===== config.mk =====
export PLATFORM = sky130hd
export DESIGN_NAME = dfac_top
export DESIGN_NICKNAME = d
export VERILOG_FILES = /design/src/inc/dfac_pkg.sv /design/src/dfac_axil.sv /design/src/dfac_count.sv /design/src/dfac_top.sv
export VERILOG_INCLUDE_DIRS = /design/src /design/src/inc
export SDC_FILE = /design/constraint.sdc
export NUM_CORES = 1
export LEC_CHECK = 0
export CAP_MARGIN = 20
export CORE_ASPECT_RATIO = 0.75
export CORE_MARGIN = 2
export CORE_UTILIZATION = 28
export DETAILED_ROUTE_END_ITERATION = 16
export DONT_BUFFER_PORTS = 1
export HOLD_SLACK_MARGIN = 0.02
export PLACE_DENSITY = 0.4
export SYNTH_ARGS = -nofsm -noshare
export SYNTH_HDL_FRONTEND = slang
export SYNTH_HIERARCHICAL = 1
export SYNTH_SLANG_ARGS = --single-unit

===== constraint.sdc =====
create_clock -name CLK -period 3.55 [get_ports CLK]
set_input_delay 0.1775 -clock CLK [delete_from_list [all_inputs] [get_ports CLK]]
set_output_delay 0.1775 -clock CLK [all_outputs]
set_load 0.02 [all_outputs]

===== src/inc/dfac_map.svh =====
// Register offsets, field positions, reset values, step sizes and response codes for the DMA full address control block
`ifndef DFAC_MAP_SVH
`define DFAC_MAP_SVH
`define DFAC_OFF_COUNT_FIRST 8'h00
`define DFAC_OFF_COUNT_SECOND 8'h04
`define DFAC_OFF_CTRL_FIRST 8'h08
`define DFAC_OFF_CTRL_SECOND 8'h0C
`define DFAC_OFF_SRC_ADDR 8'h10
`define DFAC_OFF_DST_ADDR 8'h14
`define DFAC_OFF_STATUS 8'h18
`define DFAC_OFF_CONTROL 8'h1C
`define DFAC_CTRL_RESET 8'h00
`define DFAC_BIT_ENABLE 7
`define DFAC_BIT_SIZE 6
`define DFAC_BIT_SRC_DIR 5
`define DFAC_BIT_SRC_STEP 4
`define DFAC_BIT_END_IE 3
`define DFAC_BIT_FULL_HI 2
`define DFAC_BIT_FULL_LO 1
`define DFAC_BIT_BLOCK 0
`define DFAC_BIT_MASTER 7
`define DFAC_SRC_SEL_LSB 0
`define DFAC_SRC_SEL_W 3
`define DFAC_SRC_AUTO_BURST 3'h0
`define DFAC_SRC_AUTO_STEAL 3'h2
`define DFAC_STEP_BYTE 32'h00000001
`define DFAC_STEP_WORD 32'h00000002
`define DFAC_RESP_OKAY 2'h0
`define DFAC_RESP_SLVERR 2'h2
`endif


===== src/inc/dfac_pkg.sv =====
// Types shared by the DMA full address control block
package dfac_pkg;
  typedef struct packed {
    logic [31:0] addr;
    logic [31:0] data;
    logic [3:0] strb;
  } dfac_wreq_t;
  typedef struct packed {
    logic [31:0] data;
    logic [1:0] resp;
  } dfac_rresp_t;
  typedef enum logic [1:0] {
    DFAC_IDLE = 2'b00,
    DFAC_ARMED = 2'b01,
    DFAC_MOVE = 2'b11
  } dfac_state_t;
endpackage : dfac_pkg


===== src/dfac_axil.sv =====
// AXI4-Lite slave front end: takes one write and one read, hands them on as single-cycle strobes
`timescale 1ns/1ns
`include "dfac_map.svh"
module dfac_axil
  import dfac_pkg::*;
(
  input wire logic clk,
  input wire logic rst_n,
  input wire logic [7:0] awaddr,
  input wire logic awvalid,
  output logic awready,
  input wire logic [31:0] wdata,
  input wire logic [3:0] wstrb,
  input wire logic wvalid,
  output logic wready,
  output logic bvalid,
  output logic [1:0] bresp,
  input wire logic bready,
  input wire logic [7:0] araddr,
  input wire logic arvalid,
  output logic arready,
  output logic rvalid,
  output logic [31:0] rdata,
  output logic [1:0] rresp,
  input wire logic rready,
  output logic wr_stb,
  output dfac_wreq_t wr_req,
  input wire logic wr_err,
  output logic rd_stb,
  output logic [7:0] rd_addr,
  input wire dfac_rresp_t rd_resp
);
  logic have_aw;
  logic have_w;

  // Address and data may come in either order
  always_ff @(posedge clk or negedge rst_n)
  begin
    if (!rst_n)
    begin
      have_aw <= 1'b0;
      have_w <= 1'b0;
      wr_stb <= 1'b0;
      wr_req <= '0;
      awready <= 1'b0;
      wready <= 1'b0;
    end
    else
    begin
      wr_stb <= 1'b0;
      // Ready drops on a take and comes back only once the response has gone
      if (awvalid && awready)
      begin
        awready <= 1'b0;
        have_aw <= 1'b1;
        wr_req.addr <= {24'h000000, awaddr};
      end
      else if (!have_aw && !bvalid && !wr_stb)
        awready <= 1'b1;
      if (wvalid && wready)
      begin
        wready <= 1'b0;
        have_w <= 1'b1;
        wr_req.data <= wdata;
        wr_req.strb <= wstrb;
      end
      else if (!have_w && !bvalid && !wr_stb)
        wready <= 1'b1;
      if (have_aw && have_w)
      begin
        have_aw <= 1'b0;
        have_w <= 1'b0;
        wr_stb <= 1'b1;
      end
    end
  end

  always_ff @(posedge clk or negedge rst_n)
  begin
    if (!rst_n)
    begin
      bvalid <= 1'b0;
      bresp <= `DFAC_RESP_OKAY;
    end
    else if (wr_stb)
    begin
      bvalid <= 1'b1;
      bresp <= wr_err ? `DFAC_RESP_SLVERR : `DFAC_RESP_OKAY;
    end
    else if (bvalid && bready)
      bvalid <= 1'b0;
  end

  always_ff @(posedge clk or negedge rst_n)
  begin
    if (!rst_n)
    begin
      rd_stb <= 1'b0;
      rd_addr <= 8'h00;
      arready <= 1'b0;
      rvalid <= 1'b0;
      rdata <= 32'h00000000;
      rresp <= `DFAC_RESP_OKAY;
    end
    else
    begin
      rd_stb <= arvalid && arready;
      if (arvalid && arready)
        rd_addr <= araddr;
      if (arvalid && arready)
        arready <= 1'b0;
      else if (!rvalid && !rd_stb)
        arready <= 1'b1;
      if (rd_stb)
      begin
        rvalid <= 1'b1;
        rdata <= rd_resp.data;
        rresp <= rd_resp.resp;
      end
      else if (rvalid && rready)
        rvalid <= 1'b0;
    end
  end
endmodule : dfac_axil


===== src/dfac_count.sv =====
// Transfer and block counters of the combined channel
`timescale 1ns/1ns
module dfac_count #(
  parameter int CW = 16
)
(
  input wire logic clk,
  input wire logic block_mode,
  input wire logic step,
  input wire logic wr_first,
  input wire logic [CW-1:0] wr_first_val,
  input wire logic wr_second,
  input wire logic [CW-1:0] wr_second_val,
  output logic [CW-1:0] count_first,
  output logic [CW-1:0] count_second,
  output logic last
);
  localparam int HW = CW / 2;
  logic [HW-1:0] size_now;
  assign size_now = count_first[CW-1:HW];
  // Last transfer of the sequence: this step brings the governing count to zero
  always_comb
  begin
    if (block_mode)
      last = (size_now == HW'(1)) && (count_second == CW'(1));
    else
      last = (count_first == CW'(1));
  end

  // No reset: counts keep their contents over reset and standby
  always_ff @(posedge clk)
  begin
    if (wr_first)
      count_first <= wr_first_val;
    else if (step && !block_mode)
      count_first <= count_first - CW'(1);
    else if (step && block_mode)
    begin
      if (size_now == HW'(1))
        count_first[CW-1:HW] <= count_first[HW-1:0];
      else
        count_first[CW-1:HW] <= size_now - HW'(1);
    end
  end

  // Second count is untouched in normal mode
  always_ff @(posedge clk)
  begin
    if (wr_second)
      count_second <= wr_second_val;
    else if (step && block_mode && size_now == HW'(1))
      count_second <= count_second - CW'(1);
  end
endmodule : dfac_count


===== src/dfac_top.sv =====
// DMA channel pair in full address mode: control register, counters, enables and source stepping
// Functional notes
// - normal mode: first count decrements per transfer, ends at zero.
// - normal mode ignores the second count.
// - block mode: upper byte of first count is block size counter.
// - block size counter reloads from lower byte at zero.
// - block mode: second count counts blocks, ends at zero.
// - counts are not touched by reset or standby.
// - full address mode when both upper select bits are one.
// - first control register clears on reset and standby.
// - channel enabled only when enable and master enable both set.
// - auto-request starts at once; otherwise wait for requests.
// - enable bit clears itself when all transfers are done.
// - with enable clear, requests are ignored.
// - enable bit sets only on a write of one after reading it zero.
// - end interrupt raised on enable clear when its enable bit is one.
// - size bit selects byte or word transfer.
// - source address fixed or steps up or down by 1 or 2.
// - lowest control bit selects normal or block mode.
// - first address register is source, second is destination.
// - non-maskable interrupt clears master enable; setting it again resumes.
`timescale 1ns/1ns
`include "dfac_map.svh"
module dfac_top
  import dfac_pkg::*;
#(
  parameter int AW = 32,
  parameter int CW = 16
)
(
  input wire logic CLK,
  input wire logic RST_N,
  input wire logic STANDBY,
  input wire logic NMI,
  input wire logic XFER_REQ,
  input wire logic XFER_DONE,
  input wire logic [7:0] S_AXI_AWADDR,
  input wire logic S_AXI_AWVALID,
  output logic S_AXI_AWREADY,
  input wire logic [31:0] S_AXI_WDATA,
  input wire logic [3:0] S_AXI_WSTRB,
  input wire logic S_AXI_WVALID,
  output logic S_AXI_WREADY,
  output logic S_AXI_BVALID,
  output logic [1:0] S_AXI_BRESP,
  input wire logic S_AXI_BREADY,
  input wire logic [7:0] S_AXI_ARADDR,
  input wire logic S_AXI_ARVALID,
  output logic S_AXI_ARREADY,
  output logic S_AXI_RVALID,
  output logic [31:0] S_AXI_RDATA,
  output logic [1:0] S_AXI_RRESP,
  input wire logic S_AXI_RREADY,
  output logic XFER_GO,
  output logic XFER_WORD,
  output logic [AW-1:0] SRC_ADDR,
  output logic [AW-1:0] DST_ADDR,
  output logic TRANSFER_END_INTERRUPT,
  output logic FULL_MODE
);
  logic wr_stb;
  dfac_wreq_t wr_req;
  logic wr_err;
  logic rd_stb;
  logic [7:0] rd_addr;
  dfac_rresp_t rd_resp;
  logic [7:0] channel_control_first;
  logic [7:0] channel_control_second;
  logic [AW-1:0] source_address_reg;
  logic [AW-1:0] destination_address_reg;
  logic [CW-1:0] transfer_count_first;
  logic [CW-1:0] transfer_count_second;
  logic enable_seen_zero;
  logic master_seen_zero;
  logic last;
  logic step;
  logic auto_req;
  logic clear_enable;
  dfac_state_t state;
  dfac_state_t next_state;

  function automatic logic hit(input logic [7:0] a, input logic [7:0] off);
    hit = (a[7:2] == off[7:2]);
  endfunction : hit

  function automatic logic [AW-1:0] stepped(input logic [AW-1:0] a, input logic word, input logic down);
    logic [AW-1:0] d;
    d = word ? AW'(`DFAC_STEP_WORD) : AW'(`DFAC_STEP_BYTE);
    stepped = down ? a - d : a + d;
  endfunction : stepped

  dfac_axil i_dfac_axil (
    .clk(CLK),
    .rst_n(RST_N),
    .awaddr(S_AXI_AWADDR),
    .awvalid(S_AXI_AWVALID),
    .awready(S_AXI_AWREADY),
    .wdata(S_AXI_WDATA),
    .wstrb(S_AXI_WSTRB),
    .wvalid(S_AXI_WVALID),
    .wready(S_AXI_WREADY),
    .bvalid(S_AXI_BVALID),
    .bresp(S_AXI_BRESP),
    .bready(S_AXI_BREADY),
    .araddr(S_AXI_ARADDR),
    .arvalid(S_AXI_ARVALID),
    .arready(S_AXI_ARREADY),
    .rvalid(S_AXI_RVALID),
    .rdata(S_AXI_RDATA),
    .rresp(S_AXI_RRESP),
    .rready(S_AXI_RREADY),
    .wr_stb(wr_stb),
    .wr_req(wr_req),
    .wr_err(wr_err),
    .rd_stb(rd_stb),
    .rd_addr(rd_addr),
    .rd_resp(rd_resp)
  );

  logic wr_cnt1;
  logic wr_cnt2;
  logic [CW-1:0] cnt1_val;
  logic [CW-1:0] cnt2_val;
  logic [7:0] wa;
  assign wa = wr_req.addr[7:0];
  assign wr_cnt1 = wr_stb && hit(wa, `DFAC_OFF_COUNT_FIRST) && (wr_req.strb[1:0] != 2'b00);
  assign wr_cnt2 = wr_stb && hit(wa, `DFAC_OFF_COUNT_SECOND) && (wr_req.strb[1:0] != 2'b00);
  assign cnt1_val = {wr_req.strb[1] ? wr_req.data[15:8] : transfer_count_first[15:8],
                     wr_req.strb[0] ? wr_req.data[7:0] : transfer_count_first[7:0]};
  assign cnt2_val = {wr_req.strb[1] ? wr_req.data[15:8] : transfer_count_second[15:8],
                     wr_req.strb[0] ? wr_req.data[7:0] : transfer_count_second[7:0]};
  // Writes to unmapped words get an error response and change nothing
  assign wr_err = !(hit(wa, `DFAC_OFF_COUNT_FIRST) || hit(wa, `DFAC_OFF_COUNT_SECOND)
                 || hit(wa, `DFAC_OFF_CTRL_FIRST) || hit(wa, `DFAC_OFF_CTRL_SECOND)
                 || hit(wa, `DFAC_OFF_SRC_ADDR) || hit(wa, `DFAC_OFF_DST_ADDR)
                 || hit(wa, `DFAC_OFF_STATUS) || hit(wa, `DFAC_OFF_CONTROL));

  dfac_count #(
    .CW(CW)
  ) i_dfac_count (
    .clk(CLK),
    .block_mode(channel_control_first[`DFAC_BIT_BLOCK]),
    .step(step),
    .wr_first(wr_cnt1),
    .wr_first_val(cnt1_val),
    .wr_second(wr_cnt2),
    .wr_second_val(cnt2_val),
    .count_first(transfer_count_first),
    .count_second(transfer_count_second),
    .last(last)
  );

  logic full_mode;
  logic enabled;
  assign full_mode = channel_control_first[`DFAC_BIT_FULL_HI] && channel_control_first[`DFAC_BIT_FULL_LO];
  assign enabled = full_mode && channel_control_first[`DFAC_BIT_ENABLE]
                   && channel_control_second[`DFAC_BIT_MASTER];
  // Both auto-request codes start without an external request
  assign auto_req = (channel_control_second[2:0] == `DFAC_SRC_AUTO_BURST)
                    || (channel_control_second[2:0] == `DFAC_SRC_AUTO_STEAL);
  // A completion counts only while a transfer is open and the channel is still enabled
  assign step = (state == DFAC_MOVE) && XFER_DONE && enabled;
  assign clear_enable = step && last;

  // Channel sequencer: armed waits for a request, move holds one transfer outstanding
  always_comb
  begin
    next_state = state;
    case (state)
      DFAC_IDLE:
        if (enabled)
          next_state = DFAC_ARMED;
      DFAC_ARMED:
        if (!enabled)
          next_state = DFAC_IDLE;
        else if (auto_req || XFER_REQ)
          next_state = DFAC_MOVE;
      DFAC_MOVE:
        if (!enabled)
          next_state = DFAC_IDLE;
        else if (XFER_DONE)
          next_state = last ? DFAC_IDLE : DFAC_ARMED;
      default:
        next_state = DFAC_IDLE;
    endcase
  end

  always_ff @(posedge CLK or negedge RST_N)
  begin
    if (!RST_N)
      state <= DFAC_IDLE;
    else if (STANDBY)
      state <= DFAC_IDLE;
    else
      state <= next_state;
  end

  // First control register with read-before-set guard on the enable bit
  always_ff @(posedge CLK or negedge RST_N)
  begin
    if (!RST_N)
    begin
      channel_control_first <= `DFAC_CTRL_RESET;
      enable_seen_zero <= 1'b0;
    end
    else if (STANDBY)
    begin
      channel_control_first <= `DFAC_CTRL_RESET;
      enable_seen_zero <= 1'b0;
    end
    else
    begin
      if (wr_stb && hit(wa, `DFAC_OFF_CTRL_FIRST) && wr_req.strb[0])
      begin
        channel_control_first[6:0] <= wr_req.data[6:0];
        if (!wr_req.data[`DFAC_BIT_ENABLE])
          channel_control_first[`DFAC_BIT_ENABLE] <= 1'b0;
        else if (enable_seen_zero)
          channel_control_first[`DFAC_BIT_ENABLE] <= 1'b1;
        enable_seen_zero <= 1'b0;
      end
      // Read-zero mark comes after the write so a same-cycle read still counts
      if (rd_stb && hit(rd_addr, `DFAC_OFF_CTRL_FIRST) && !channel_control_first[`DFAC_BIT_ENABLE])
        enable_seen_zero <= 1'b1;
      // Hardware clear comes last so it beats a same-cycle software set
      if (clear_enable)
        channel_control_first[`DFAC_BIT_ENABLE] <= 1'b0;
    end
  end

  // Second control register; NMI wins over a software set of master enable
  always_ff @(posedge CLK or negedge RST_N)
  begin
    if (!RST_N)
    begin
      channel_control_second <= `DFAC_CTRL_RESET;
      master_seen_zero <= 1'b0;
    end
    else if (STANDBY)
    begin
      channel_control_second <= `DFAC_CTRL_RESET;
      master_seen_zero <= 1'b0;
    end
    else
    begin
      if (wr_stb && hit(wa, `DFAC_OFF_CTRL_SECOND) && wr_req.strb[0])
      begin
        channel_control_second[6:0] <= wr_req.data[6:0];
        if (!wr_req.data[`DFAC_BIT_MASTER])
          channel_control_second[`DFAC_BIT_MASTER] <= 1'b0;
        else if (master_seen_zero)
          channel_control_second[`DFAC_BIT_MASTER] <= 1'b1;
        master_seen_zero <= 1'b0;
      end
      // Read-zero mark after the write, as for the enable bit
      if (rd_stb && hit(rd_addr, `DFAC_OFF_CTRL_SECOND) && !channel_control_second[`DFAC_BIT_MASTER])
        master_seen_zero <= 1'b1;
      if (NMI)
        channel_control_second[`DFAC_BIT_MASTER] <= 1'b0;
    end
  end

  // Source steps after each transfer when its step bit is set, otherwise stays fixed; destination is held by this block
  always_ff @(posedge CLK)
  begin
    if (wr_stb && hit(wa, `DFAC_OFF_SRC_ADDR))
      source_address_reg <= wr_req.data[AW-1:0];
    else if (step && channel_control_first[`DFAC_BIT_SRC_STEP])
      source_address_reg <= stepped(source_address_reg, channel_control_first[`DFAC_BIT_SIZE],
                                    channel_control_first[`DFAC_BIT_SRC_DIR]);
  end

  always_ff @(posedge CLK)
  begin
    if (wr_stb && hit(wa, `DFAC_OFF_DST_ADDR))
      destination_address_reg <= wr_req.data[AW-1:0];
  end

  // Read mux
  always_comb
  begin
    rd_resp.resp = `DFAC_RESP_OKAY;
    rd_resp.data = 32'h00000000;
    if (hit(rd_addr, `DFAC_OFF_COUNT_FIRST))
      rd_resp.data = {16'h0000, transfer_count_first};
    else if (hit(rd_addr, `DFAC_OFF_COUNT_SECOND))
      rd_resp.data = {16'h0000, transfer_count_second};
    else if (hit(rd_addr, `DFAC_OFF_CTRL_FIRST))
      rd_resp.data = {24'h000000, channel_control_first};
    else if (hit(rd_addr, `DFAC_OFF_CTRL_SECOND))
      rd_resp.data = {24'h000000, channel_control_second};
    else if (hit(rd_addr, `DFAC_OFF_SRC_ADDR))
      rd_resp.data = source_address_reg;
    else if (hit(rd_addr, `DFAC_OFF_DST_ADDR))
      rd_resp.data = destination_address_reg;
    else if (hit(rd_addr, `DFAC_OFF_STATUS))
      rd_resp.data = {28'h0000000, full_mode, enabled, state};
    // Reserved word reads as zero with an okay response; any other word is an error
    else if (!hit(rd_addr, `DFAC_OFF_CONTROL))
      rd_resp.resp = `DFAC_RESP_SLVERR;
  end

  // Registered outputs
  always_ff @(posedge CLK or negedge RST_N)
  begin
    if (!RST_N)
    begin
      XFER_GO <= 1'b0;
      XFER_WORD <= 1'b0;
      SRC_ADDR <= '0;
      DST_ADDR <= '0;
      FULL_MODE <= 1'b0;
    end
    else
    begin
      // Standby drops the request on the same edge that clears the state
      XFER_GO <= (next_state == DFAC_MOVE) && !STANDBY;
      XFER_WORD <= channel_control_first[`DFAC_BIT_SIZE];
      SRC_ADDR <= source_address_reg;
      DST_ADDR <= destination_address_reg;
      FULL_MODE <= full_mode;
    end
  end

  // End interrupt: pulse when the enable bit falls, gated by its enable
  logic enable_q;
  always_ff @(posedge CLK or negedge RST_N)
  begin
    if (!RST_N)
    begin
      enable_q <= 1'b0;
      TRANSFER_END_INTERRUPT <= 1'b0;
    end
    else
    begin
      enable_q <= channel_control_first[`DFAC_BIT_ENABLE];
      TRANSFER_END_INTERRUPT <= enable_q && !channel_control_first[`DFAC_BIT_ENABLE]
                                && channel_control_first[`DFAC_BIT_END_IE];
    end
  end
endmodule : dfac_top

### Yosys cells after proc, flatten, opt, wreduce, memory -nomap -nowiden

Index checks and enable logic that the tools add are counted.

| word-level totals | value |
|---|---|
| RAM bits | 0 |
| bits in registers | 280 |
| latch bits | 0 |
| memories kept | 0 |
| memory bits (read-only) | 0 |
| input port bits | 63 |

| operators by class | value |
|---|---|
| mux-type cells | 69 |
| bitwise logic cells | 0 |
| add/subtract/negate cells | 5 |
| divide/modulo/power cells | 0 |
| multiply operators | 0 |
| shift operators | 0 |
| reductions and logical operators | 86 |
| magnitude comparators | 0 |
| equal/unequal tests | 27 |

Operator list:

| kind | count |
|---|---|
| 2-to-1 mux 32 bit | 9 |
| 2-to-1 mux 8 bit | 10 |
| equality test 6 x 3 -> 1 bit, second input constant | 8 |
| 2-to-1 mux 16 bit | 3 |
| logical AND 1 bit | 39 |
| adder 32 x 2 -> 32 bit | 1 |
| equality test 16 x 1 -> 1 bit, second input constant | 2 |
| 2-to-1 mux 2 bit | 16 |
| subtractor 16 x 1 -> 16 bit, second input constant | 2 |
| subtractor 32 x 2 -> 32 bit | 1 |
| 2-to-1 mux 1 bit | 29 |
| nonzero test 2 bit | 13 |
| equality test 6 x 2 -> 1 bit, second input constant | 4 |
| nonzero test 3 bit | 5 |
| equality test 6 x 1 -> 1 bit, second input constant | 2 |
| zero test 6 bit | 2 |
| AND reduction 2 bit | 6 |
| zero test 1 bit | 10 |
| logical OR 1 bit | 9 |
| equality test 8 x 1 -> 1 bit, second input constant | 1 |
| != test 2 bit, second input constant | 4 |
| != test 4 bit, second input constant | 2 |
| subtractor 8 x 1 -> 8 bit, second input constant | 1 |
| one-hot mux 2 bit (3 select lines) | 1 |
| other kinds (6) | 7 |

### Longest topological paths before layout

Gate-level depths: netlist of the first run.

| logic depth | value |
|---|---|
| depth after elaboration | 10 |
| mapped depth | 12 |
| depth with buffers taken out | 12 |

### By module

Netlist of the first run, hierarchy kept.

Modules (own cells, without submodules):

| module | area an instance (um^2) | cells an instance | times used |
|---|---|---|---|
| dfac_top | 7684.9 | 743 | 1 |
| dfac_axil | 3856.2 | 233 | 1 |
| dfac_count | 2129.5 | 229 | 1 |

### Worst setup path before layout of the first run

OpenSTA, ideal clock, no wires.

| path | value |
|---|---|
| path type | reg2reg |
| from | reg, netlist name i_dfac_axil/wr_req[41] |
| to | reg destination_address_reg[0] (enable) |
| cell stages (with the launch flop) | 4 |
| slack | -0.095 ns |
| buffers on the path | 0 |
| required time | 3.082 ns |
| library setup time | 0.468 ns |
| clock period less this slack | 3.645 ns |
| data arrival time | 3.177 ns |
| path through | dfrtp_1 -> nor3_1 -> nand3_1 -> nor3b_1 |

| between the ends | value |
|---|---|
| word-level cells in the longest chain between the ends | 2 |

Ends and longest elaborated chain:

| item | RTL line | text |
|---|---|---|
| equality test 6 x 3 -> 1 bit | dfac_top.sv:83 | `hit = (a[7:2] == off[7:2]);` |
| logical AND 1 bit | dfac_top.sv:275 | `` if (wr_stb && hit(wa, `DFAC_OFF_DST_ADDR)) `` |
| end signal: assignment | dfac_top.sv:276 | `destination_address_reg <= wr_req.data[AW-1:0];` |
| end: declaration | dfac_top.sv:70 | `logic [AW-1:0] destination_address_reg;` |

Every way passes these cells.
A chain may end at the register's enable or synchronous reset.

### Final worst setup path of the first run

| path | value |
|---|---|
| from | reg source_address_reg[0] |
| to | reg source_address_reg[26], data pin |

| between the ends | value |
|---|---|
| word-level cells in the longest chain between the ends | 4 |
| elaborated cells between the ends (all ways) | 5 |

Ends and longest elaborated chain:

| item | RTL line | text |
|---|---|---|
| start: declaration | dfac_top.sv:69 | `logic [AW-1:0] source_address_reg;` |
| start signal: assignment | dfac_top.sv:267 | `source_address_reg <= wr_req.data[AW-1:0];` |
| start signal: assignment | dfac_top.sv:269 | `` source_address_reg <= stepped(source_address_reg, channel_control_first[`DFAC_BIT_SIZE], `` |
| adder 32 x 2 -> 32 bit or subtractor 32 x 2 -> 32 bit (tied branches) | dfac_top.sv:89 | `stepped = down ? a - d : a + d;` |
| 2-to-1 mux 32 bit * | dfac_top.sv:89 |  |
| 2-to-1 mux 32 bit * | dfac_top.sv:268 | `` else if (step && channel_control_first[`DFAC_BIT_SRC_STEP]) `` |
| 2-to-1 mux 32 bit * | dfac_top.sv:266 | `` if (wr_stb && hit(wa, `DFAC_OFF_SRC_ADDR)) `` |

Every way passes the cells marked *; elsewhere a longest branch is shown, timed or not. The select of a mux whose other input is x is not followed.

==> impl_results.html, run 1 <==
<table>
<tr><th>Metric</th><th>Value</th></tr>
<tr><th colspan="2">Run status</th></tr>
<tr><td>Run status</td><td>finished with violations</td></tr>
<tr><td>Violations in the final reports</td><td>negative hold slack</td></tr>
<tr><th colspan="2">Power</th></tr>
<tr><td>Worst IR drop on VDD</td><td>398 uV</td></tr>
<tr><td>Leak Pwr</td><td>6.57 nW</td></tr>
<tr><td>P per Cell Area</td><td>620 nW/um^2</td></tr>
<tr><th colspan="2">Hold path</th></tr>
<tr><td>Hold/Removal Path Class</td><td>in2async</td></tr>
<tr><th colspan="2">Clock tree</th></tr>
<tr><td>Clock-pin slew on the worst setup and hold paths</td><td>60 ps</td></tr>
<tr><td>Clock tree from TritonCTS</td><td>yes</td></tr>
<tr><td>Clock latency reported for the late side of the worst-skew pair</td><td>540 ps</td></tr>
<tr><td>Clock tree root buffer cell</td><td>sky130_fd_sc_hd__clkbuf_16</td></tr>
<tr><td>Sinks on the clock net</td><td>275</td></tr>
<tr><td>Maximum clock insertion buffer count</td><td>3</td></tr>
<tr><td>Depth of the CTS H-tree</td><td>2</td></tr>
<tr><td>Number of CTS-inserted buffers</td><td>34</td></tr>
<tr><td>Number of buffers inserted by hold repair at cts</td><td>55</td></tr>
<tr><th colspan="2">Place</th></tr>
<tr><td>Placement Setup Slack</td><td>467 ps</td></tr>
<tr><td>Total placed instance area</td><td>14100 sq um</td></tr>
<tr><td>Placed instance count</td><td>1785</td></tr>
<tr><td>Number of port buffers</td><td>0</td></tr>
<tr><td>Final estimated routing congestion in global placement</td><td>0.836</td></tr>
<tr><td>Half-perimeter wire length of the detailed placement result</td><td>28.1 mm</td></tr>
<tr><th colspan="2">STA</th></tr>
<tr><td>Minimum clock period</td><td>3110 ps</td></tr>
<tr><td>Count of final setup violators</td><td>0</td></tr>
<tr><td>RSZ-0062 raised after global routing</td><td>no</td></tr>
<tr><td>Max-slew headroom at the worst pin</td><td>0.409</td></tr>
<tr><td>Number of max-slew violations in the final report</td><td>0</td></tr>
<tr><td>Post-route setup TNS</td><td>0 ps</td></tr>
<tr><td>Minimum setup slack in the final design</td><td>437 ps</td></tr>
<tr><td>Maximum frequency from static timing analysis</td><td>0.321 GHz</td></tr>
<tr><td>Final Hold Slack</td><td>-658 ps</td></tr>
<tr><td>Clock Skew</td><td>17.5 ps</td></tr>
<tr><td>Number of hold violations in the final report</td><td>179</td></tr>
<tr><td>Final worst path period share</td><td>0.877</td></tr>
<tr><td>Actual slew at the worst max-slew pin</td><td>887 ps</td></tr>
<tr><th colspan="2">Setup path</th></tr>
<tr><td>Worst setup path endpoint</td><td>source_address_reg[26]</td></tr>
<tr><td>Kind of end point of the critical path</td><td>register</td></tr>
<tr><td>Startpoint-to-endpoint class of the critical path</td><td>reg2reg</td></tr>
<tr><td>CP Launch Type</td><td>register</td></tr>
<tr><td>Reg2Reg Capture Point</td><td>source_address_reg[26]</td></tr>
<tr><td>Launch instance of the worst register-to-register path</td><td>source_address_reg[0]</td></tr>
<tr><td>R2R depth</td><td>12</td></tr>
<tr><td>Req. time, crit path</td><td>3820 ps</td></tr>
<tr><td>Critical-path maximum fanout</td><td>5</td></tr>
<tr><td>Worst Path Arrival</td><td>3380 ps</td></tr>
<tr><td>Setup slack, reg-to-reg</td><td>440 ps</td></tr>
<tr><td>Start point of the critical path</td><td>source_address_reg[0]</td></tr>
<tr><th colspan="2">Cells and area</th></tr>
<tr><td>Filler cells</td><td>4765</td></tr>
<tr><td>Ratio of cells with drive above 1 in the final layout</td><td>0.147</td></tr>
<tr><td>Antenna cell count</td><td>0</td></tr>
<tr><td>Signed area change from the synthesized netlist to the final layout</td><td>19.0%</td></tr>
<tr><td>Top register by number of flip-flops</td><td>i_dfac_axil/wr_req</td></tr>
<tr><td>Non-filler cells, final</td><td>1901</td></tr>
<tr><td>FF+latch area</td><td>7360 sq um</td></tr>
<tr><td>Design area</td><td>15800 sq um</td></tr>
<tr><td>Multi-input logic area</td><td>5460 sq um</td></tr>
<tr><td>Post-layout net count</td><td>1338</td></tr>
<tr><td>Most used cells in the layout excluding fill and tap cells</td><td>sky130_fd_sc_hd__dfrtp_1, sky130_fd_sc_hd__nand2_1, sky130_fd_sc_hd__edfxtp_1</td></tr>
<tr><td>Flip-flop count of the largest register after layout</td><td>40</td></tr>
<tr><td>Most common cell after layout, fill and taps aside</td><td>sky130_fd_sc_hd__dfrtp_1</td></tr>
<tr><th colspan="2">Global route</th></tr>
<tr><td>Largest net degree at the start of global routing</td><td>180</td></tr>
<tr><td>Initial antenna violation count</td><td>0</td></tr>
<tr><td>Via count of the first global-routing pass</td><td>9279</td></tr>
<tr><td>Total routing usage reported by global routing</td><td>0.163</td></tr>
<tr><td>Overall overflow remaining after global route</td><td>0</td></tr>
<tr><td>First-pass GRT wire length</td><td>61.1 mm</td></tr>
<tr><th colspan="2">Floorplanning</th></tr>
<tr><td>Height of the die</td><td>193 um</td></tr>
<tr><td>Width of the chip</td><td>255 um</td></tr>
<tr><td>Starting density of the core</td><td>0.282</td></tr>
<tr><td>Boundary Pins</td><td>172</td></tr>
<tr><td>Cell Rows</td><td>69</td></tr>
<tr><td>DIE AREA</td><td>49200 sq um</td></tr>
<tr><td>Placeable core area</td><td>47100 sq um</td></tr>
<tr><th colspan="2">Synth</th></tr>
<tr><td>Number of warnings printed during yosys synthesis</td><td>6</td></tr>
<tr><td>Synthesized Nets</td><td>1270</td></tr>
<tr><td>Post-Synthesis Cell Area</td><td>13300 sq um</td></tr>
<tr><td>Gate count after technology mapping</td><td>1169</td></tr>
<tr><td>Post-Syn Area per Cell</td><td>11.3 sq um</td></tr>
<tr><th colspan="2">Run</th></tr>
<tr><td>Maximum capacitance violations</td><td>0</td></tr>
<tr><th colspan="2">Drt</th></tr>
<tr><td>Post-detailed-route DRC marker count</td><td>0</td></tr>
<tr><td>Average detailed-routed wire length per instance</td><td>20.9 um</td></tr>
<tr><td>Routed length on met2</td><td>15.9 mm</td></tr>
<tr><td>Via count</td><td>9188</td></tr>
<tr><td>Total length of routed met3 wires</td><td>2.35 mm</td></tr>
<tr><td>Top routing layer used</td><td>met4</td></tr>
<tr><td>Detail Route Antenna Nets</td><td>0</td></tr>
<tr><td>DRC violation total after the first TritonRoute iteration</td><td>529</td></tr>
<tr><td>Via density</td><td>4.83</td></tr>
<tr><td>Total wirelength of the detailed-routed design</td><td>39.8 mm</td></tr>
<tr><td>Sum of routed wire segments on met1</td><td>20.8 mm</td></tr>
<tr><td>Total iterations of the first detailed-routing run</td><td>5</td></tr>
</table>
==> power by group <==
part / internal, mW / switching, mW
combinational: 0.812 / 0.764
clock: 2.19 / 1.43
sequential: 3.77 / 0.811
total: 6.78 / 3.00
==> final cells by class <==
cell class / count / share of cell area
well taps: 639 / 0.0506
clock inverters: 11 / 0.00721
flip-flops and latches: 275 / 0.466
clock buffers: 50 / 0.0662
multi-input cells: 778 / 0.345
inverters: 66 / 0.0157
repair buffers: 82 / 0.0485
==> what timing repair did <==
item | in CTS | in global routing
buffers inserted | 0 | 0
resized for setup | 0 | 0
hold endpoints to repair | 253 | 179
==> metrics by stage <==
step / power (mW) / hold slack, ps / utilization
after detailed placement: 6.19 / -111 / 0.299
after global placement: 6.17 / -110 / 0.299
after floorplan: 5.55 / -118 / -
after global routing: 10.3 / -688 / 0.336
final: 9.78 / -658 / 0.336
after CTS: 9.93 / -695 / 0.336
==> routing by layer <==
layer | up-vias | global-route usage
met1 | 4567 | 0.251
li1 | 4343 | -
met3 | 50 | 0.0385
met5 | - | 0
met4 | 0 | 0.0448
met2 | 228 | 0.224
==> how the worst min path moves through the flow <==
| stage | startpoint | to | slack (ps) | cells past startpoint |
|---|---|---|---|---|
| 2_1_floorplan | RST_N | DST_ADDR[0] | -120 | 0 |
| 3_3_place_gp | RST_N | XFER_GO | -110 | 0 |
| 3_5_place_dp | RST_N | XFER_GO | -110 | 0 |
| 4_1_cts | RST_N | SRC_ADDR[3] | -690 | 0 |
| 5_1_grt | RST_N | SRC_ADDR[3] | -690 | 0 |
| 6_report | RST_N | XFER_GO | -660 | 0 |
==> critical path, stage by stage (launching register included) <==
cell and delay [ps]:
sky130_fd_sc_hd__edfxtp_1 440, sky130_fd_sc_hd__inv_1 80, sky130_fd_sc_hd__ha_1 170, sky130_fd_sc_hd__inv_1 60, sky130_fd_sc_hd__fa_1 400, sky130_fd_sc_hd__a21o_1 230
sky130_fd_sc_hd__nand4_1 120, sky130_fd_sc_hd__a311oi_1 140, sky130_fd_sc_hd__o311a_1 370, sky130_fd_sc_hd__o21a_2 300, sky130_fd_sc_hd__a41oi_1 270, sky130_fd_sc_hd__xor2_1 190
sky130_fd_sc_hd__a21oi_1 80
(Power assumes the default switching activity.)
==> inputs of run 2 (changes only) <==
Settings changed: CTS_BUF_LIST from default to sky130_fd_sc_hd__clkbuf_8, PLACE_DENSITY 0.4 to default.
==> impl_results.html, run 2 (synthesized netlist as in run 1, its figures left out) <==
<table>
<tr><th>Metric</th><th>Value</th></tr>
<tr><th colspan="2">Run status</th></tr>
<tr><td>Run status</td><td>finished with violations</td></tr>
<tr><td>Violations in the final reports</td><td>negative hold slack</td></tr>
<tr><th colspan="2">Clock tree</th></tr>
<tr><td>Clock tree root buffer cell</td><td>sky130_fd_sc_hd__clkbuf_8</td></tr>
<tr><td>Clock latency reported for the late side of the worst-skew pair</td><td>590 ps (+50 ps)</td></tr>
<tr><td>Depth of the CTS H-tree</td><td>2 (unchanged)</td></tr>
<tr><td>Clock tree from TritonCTS</td><td>yes</td></tr>
<tr><td>Clock-pin slew on the worst setup and hold paths</td><td>70 ps (about the same)</td></tr>
<tr><td>Maximum clock insertion buffer count</td><td>3 (unchanged)</td></tr>
<tr><td>Sinks on the clock net</td><td>275 (unchanged)</td></tr>
<tr><td>Number of buffers inserted by hold repair at cts</td><td>55 (unchanged)</td></tr>
<tr><td>Number of CTS-inserted buffers</td><td>45 (+32%)</td></tr>
<tr><th colspan="2">Global route</th></tr>
<tr><td>Total routing usage reported by global routing</td><td>0.151 (-0.0119)</td></tr>
<tr><td>Via count of the first global-routing pass</td><td>9467 (+2.0%)</td></tr>
<tr><td>Largest net degree at the start of global routing</td><td>180 (unchanged)</td></tr>
<tr><td>Overall overflow remaining after global route</td><td>0 (unchanged)</td></tr>
<tr><td>Initial antenna violation count</td><td>0 (unchanged)</td></tr>
<tr><td>First-pass GRT wire length</td><td>57.6 mm (-5.8%)</td></tr>
<tr><th colspan="2">Power</th></tr>
<tr><td>Proportion of power drawn by combinational gates</td><td>0.176 (+0.015)</td></tr>
<tr><td>Switching share of power</td><td>0.315 (+0.00838)</td></tr>
<tr><td>Internal portion of total power</td><td>6.39 mW (-5.7%)</td></tr>
<tr><td>Worst IR drop on VDD</td><td>657 uV (+65%)</td></tr>
<tr><td>Leak Pwr</td><td>6.56 nW (-0.21%)</td></tr>
<tr><td>P per Cell Area</td><td>597 nW/um^2 (-3.6%)</td></tr>
<tr><td>Total Power</td><td>9.34 mW (-4.6%)</td></tr>
<tr><td>Sequential share of power</td><td>0.488 (+0.019)</td></tr>
<tr><td>Clock network power share</td><td>0.336 (-0.034)</td></tr>
<tr><td>Net Sw Power</td><td>2.95 mW (-1.9%)</td></tr>
<tr><th colspan="2">Cells and area</th></tr>
<tr><td>Most common cell after layout, fill and taps aside</td><td>sky130_fd_sc_hd__dfrtp_1</td></tr>
<tr><td>Top register by number of flip-flops</td><td>i_dfac_axil/wr_req</td></tr>
<tr><td>Post-layout net count</td><td>1344 (+0.45%)</td></tr>
<tr><td>Ratio of cells with drive above 1 in the final layout</td><td>0.151 (+0.00431)</td></tr>
<tr><td>Antenna cell count</td><td>0 (unchanged)</td></tr>
<tr><td>Signed area change from the synthesized netlist to the final layout</td><td>17.9%</td></tr>
<tr><td>Flip-flop count of the largest register after layout</td><td>40 (unchanged)</td></tr>
<tr><td>Most used cells in the layout excluding fill and tap cells</td><td>sky130_fd_sc_hd__dfrtp_1, sky130_fd_sc_hd__nand2_1, sky130_fd_sc_hd__edfxtp_1</td></tr>
<tr><th colspan="2">Drt</th></tr>
<tr><td>Via count</td><td>9456 (+2.9%)</td></tr>
<tr><td>Average detailed-routed wire length per instance</td><td>19.7 um (-6.1%)</td></tr>
<tr><td>Total iterations of the first detailed-routing run</td><td>5 (unchanged)</td></tr>
<tr><td>Total wirelength of the detailed-routed design</td><td>37.7 mm (-5.2%)</td></tr>
<tr><td>DRC violation total after the first TritonRoute iteration</td><td>738 (+40%)</td></tr>
<tr><td>Via density</td><td>4.93 (+2.0%)</td></tr>
<tr><td>Detail Route Antenna Nets</td><td>0 (unchanged)</td></tr>
<tr><td>Post-detailed-route DRC marker count</td><td>0 (unchanged)</td></tr>
<tr><th colspan="2">STA</th></tr>
<tr><td>Number of max-slew violations in the final report</td><td>0 (unchanged)</td></tr>
<tr><td>Minimum clock period</td><td>3160 ps (+50.2 ps)</td></tr>
<tr><td>RSZ-0062 raised after global routing</td><td>no</td></tr>
<tr><td>Post-route setup TNS</td><td>0 ps (unchanged)</td></tr>
<tr><td>Count of final setup violators</td><td>0 (unchanged)</td></tr>
<tr><td>Maximum frequency from static timing analysis</td><td>0.316 GHz (-1.6%)</td></tr>
<tr><td>Number of hold violations in the final report</td><td>179 (unchanged)</td></tr>
<tr><td>Clock Skew</td><td>31.6 ps (+14.1 ps)</td></tr>
<tr><td>Final worst path period share</td><td>0.891 (+0.0141)</td></tr>
<tr><td>Actual slew at the worst max-slew pin</td><td>831 ps (-55.6 ps)</td></tr>
<tr><td>Final Hold Slack</td><td>-686 ps (-28.3 ps)</td></tr>
<tr><td>Max-slew headroom at the worst pin</td><td>0.444 (+0.0353)</td></tr>
<tr><th colspan="2">Setup path</th></tr>
<tr><td>Kind of end point of the critical path</td><td>register</td></tr>
<tr><td>Req. time, crit path</td><td>3850 ps (+30 ps)</td></tr>
<tr><td>Worst Path Arrival</td><td>3460 ps (+80 ps)</td></tr>
<tr><td>Slowest Stage Delay on Critical Path</td><td>420 ps (-20 ps)</td></tr>
<tr><td>Critical-path maximum fanout</td><td>5 (unchanged)</td></tr>
<tr><td>Setup slack, reg-to-reg</td><td>390 ps (-50 ps)</td></tr>
<tr><td>Critical path, cell by cell</td><td>inv_1 &gt; ha_1 &gt; inv_1 &gt; fa_1 &gt; a21o_1 &gt; nand4_1 &gt; a311oi_1 &gt; o311a_1 &gt; o21a_2 &gt; a41oi_1 &gt; xor2_1 &gt; a21oi_1</td></tr>
<tr><td>Launch instance of the worst register-to-register path</td><td>source_address_reg[0]</td></tr>
<tr><td>R2R depth</td><td>12 (unchanged)</td></tr>
<tr><td>CP Launch Type</td><td>register</td></tr>
<tr><td>Slowest-stage cell, CP</td><td>sky130_fd_sc_hd__edfxtp_1</td></tr>
<tr><td>Startpoint-to-endpoint class of the critical path</td><td>reg2reg</td></tr>
<tr><td>Reg2Reg Capture Point</td><td>source_address_reg[26]</td></tr>
<tr><td>Most numerous cell on the critical path</td><td>sky130_fd_sc_hd__inv_1</td></tr>
<tr><th colspan="2">Place</th></tr>
<tr><td>Final estimated routing congestion in global placement</td><td>0.887 (+6.0%)</td></tr>
<tr><td>Number of port buffers</td><td>0 (unchanged)</td></tr>
<tr><td>Half-perimeter wire length of the detailed placement result</td><td>26.3 mm (-6.4%)</td></tr>
<tr><th colspan="2">Run</th></tr>
<tr><td>Maximum capacitance violations</td><td>0 (unchanged)</td></tr>
<tr><th colspan="2">Floorplanning</th></tr>
<tr><td>Boundary Pins</td><td>172 (unchanged)</td></tr>
<tr><td>Height of the die</td><td>193 um (unchanged)</td></tr>
<tr><td>Cell Rows</td><td>69 (unchanged)</td></tr>
<tr><td>Placeable core area</td><td>47100 sq um (unchanged)</td></tr>
<tr><td>Width of the chip</td><td>255 um (unchanged)</td></tr>
<tr><td>Starting density of the core</td><td>0.282 (unchanged)</td></tr>
<tr><td>DIE AREA</td><td>49200 sq um (unchanged)</td></tr>
<tr><th colspan="2">Hold path</th></tr>
<tr><td>Hold/Removal Path Class</td><td>in2async</td></tr>
</table>
run 2: cell count changes in the layout (fill, tap and decap cells not counted), sizes merged:
cell    previous run  this run
inv               69        83
buf               27        22
bufinv             2         6
clkbuf            50        52
clkinv             5         7
run 2: cell type report:
type | count | area [sq um]
Tap cell | 639 | 800
Clock inverter | 31 | 299
Multi-Input combinational cell | 778 | 5460
Timing Repair Buffer | 77 | 761
Inverter | 66 | 248
Fill cell | 4667 | 31400
Clock buffer | 52 | 716
Sequential cell | 275 | 7360
run 2: timing repair:
action,CTS,global route
gates resized for setup,0,0
endpoints found under the hold margin,253,179
buffers inserted,0,0
run 2: how the worst max path moves through the flow:
stage,cells after the start,endpoint,startpoint
after floorplan,10,source_address_reg[30],channel_control_first[5]
after global placement,12,source_address_reg[26],channel_control_first[6]
after detailed placement,12,source_address_reg[26],source_address_reg[0]
after CTS,12,source_address_reg[26],channel_control_first[6]
after global routing,12,source_address_reg[26],channel_control_first[6]
final,12,source_address_reg[26],source_address_reg[0]
run 2: critical path, delay by kind of cell (launching register included):
kind,cells,cell delay [ps]
buf+inv,2,140
flops,1,420
fa+ha+maj,2,600
xor+xnor,1,190
compound gates,6,1390
simple gates,1,120
run 2: stage by stage:
stage | cells | util | instance area [sq um] | setup slack (ps)
2_1_floorplan | 1169 | - | 13300 | 444
3_3_place_gp | 1779 | 0.299 | 14000 | 472
3_5_place_dp | 1779 | 0.299 | 14000 | 462
4_1_cts | 1917 | 0.332 | 15600 | 404
5_1_grt | 1918 | 0.332 | 15600 | 193
6_report | 1918 | 0.332 | 15600 | 386
run 2: metal layers:
metal | routed length, um | global-route usage | part of all wire
met3 | 3360 | 0.0485 | 0.089
met1 | 17900 | 0.215 | 0.47
met5 | 0 | 0 | 0
met2 | 15600 | 0.217 | 0.41
met4 | 895 | 0.0477 | 0.024
run 2: power by group through the flow:
| stage | combinational [mW] | clock [mW] | sequential [mW] |
|---|---|---|---|
| 6_report | 1.64 | 3.14 | 4.56 |
| 4_1_cts | 1.58 | 3.24 | 4.59 |
| 5_1_grt | 1.78 | 3.39 | 4.63 |
| 2_1_floorplan | 1.26 | 0 | 4.29 |
| 3_3_place_gp | 1.50 | 0 | 4.63 |
| 3_5_place_dp | 1.52 | 0 | 4.64 |
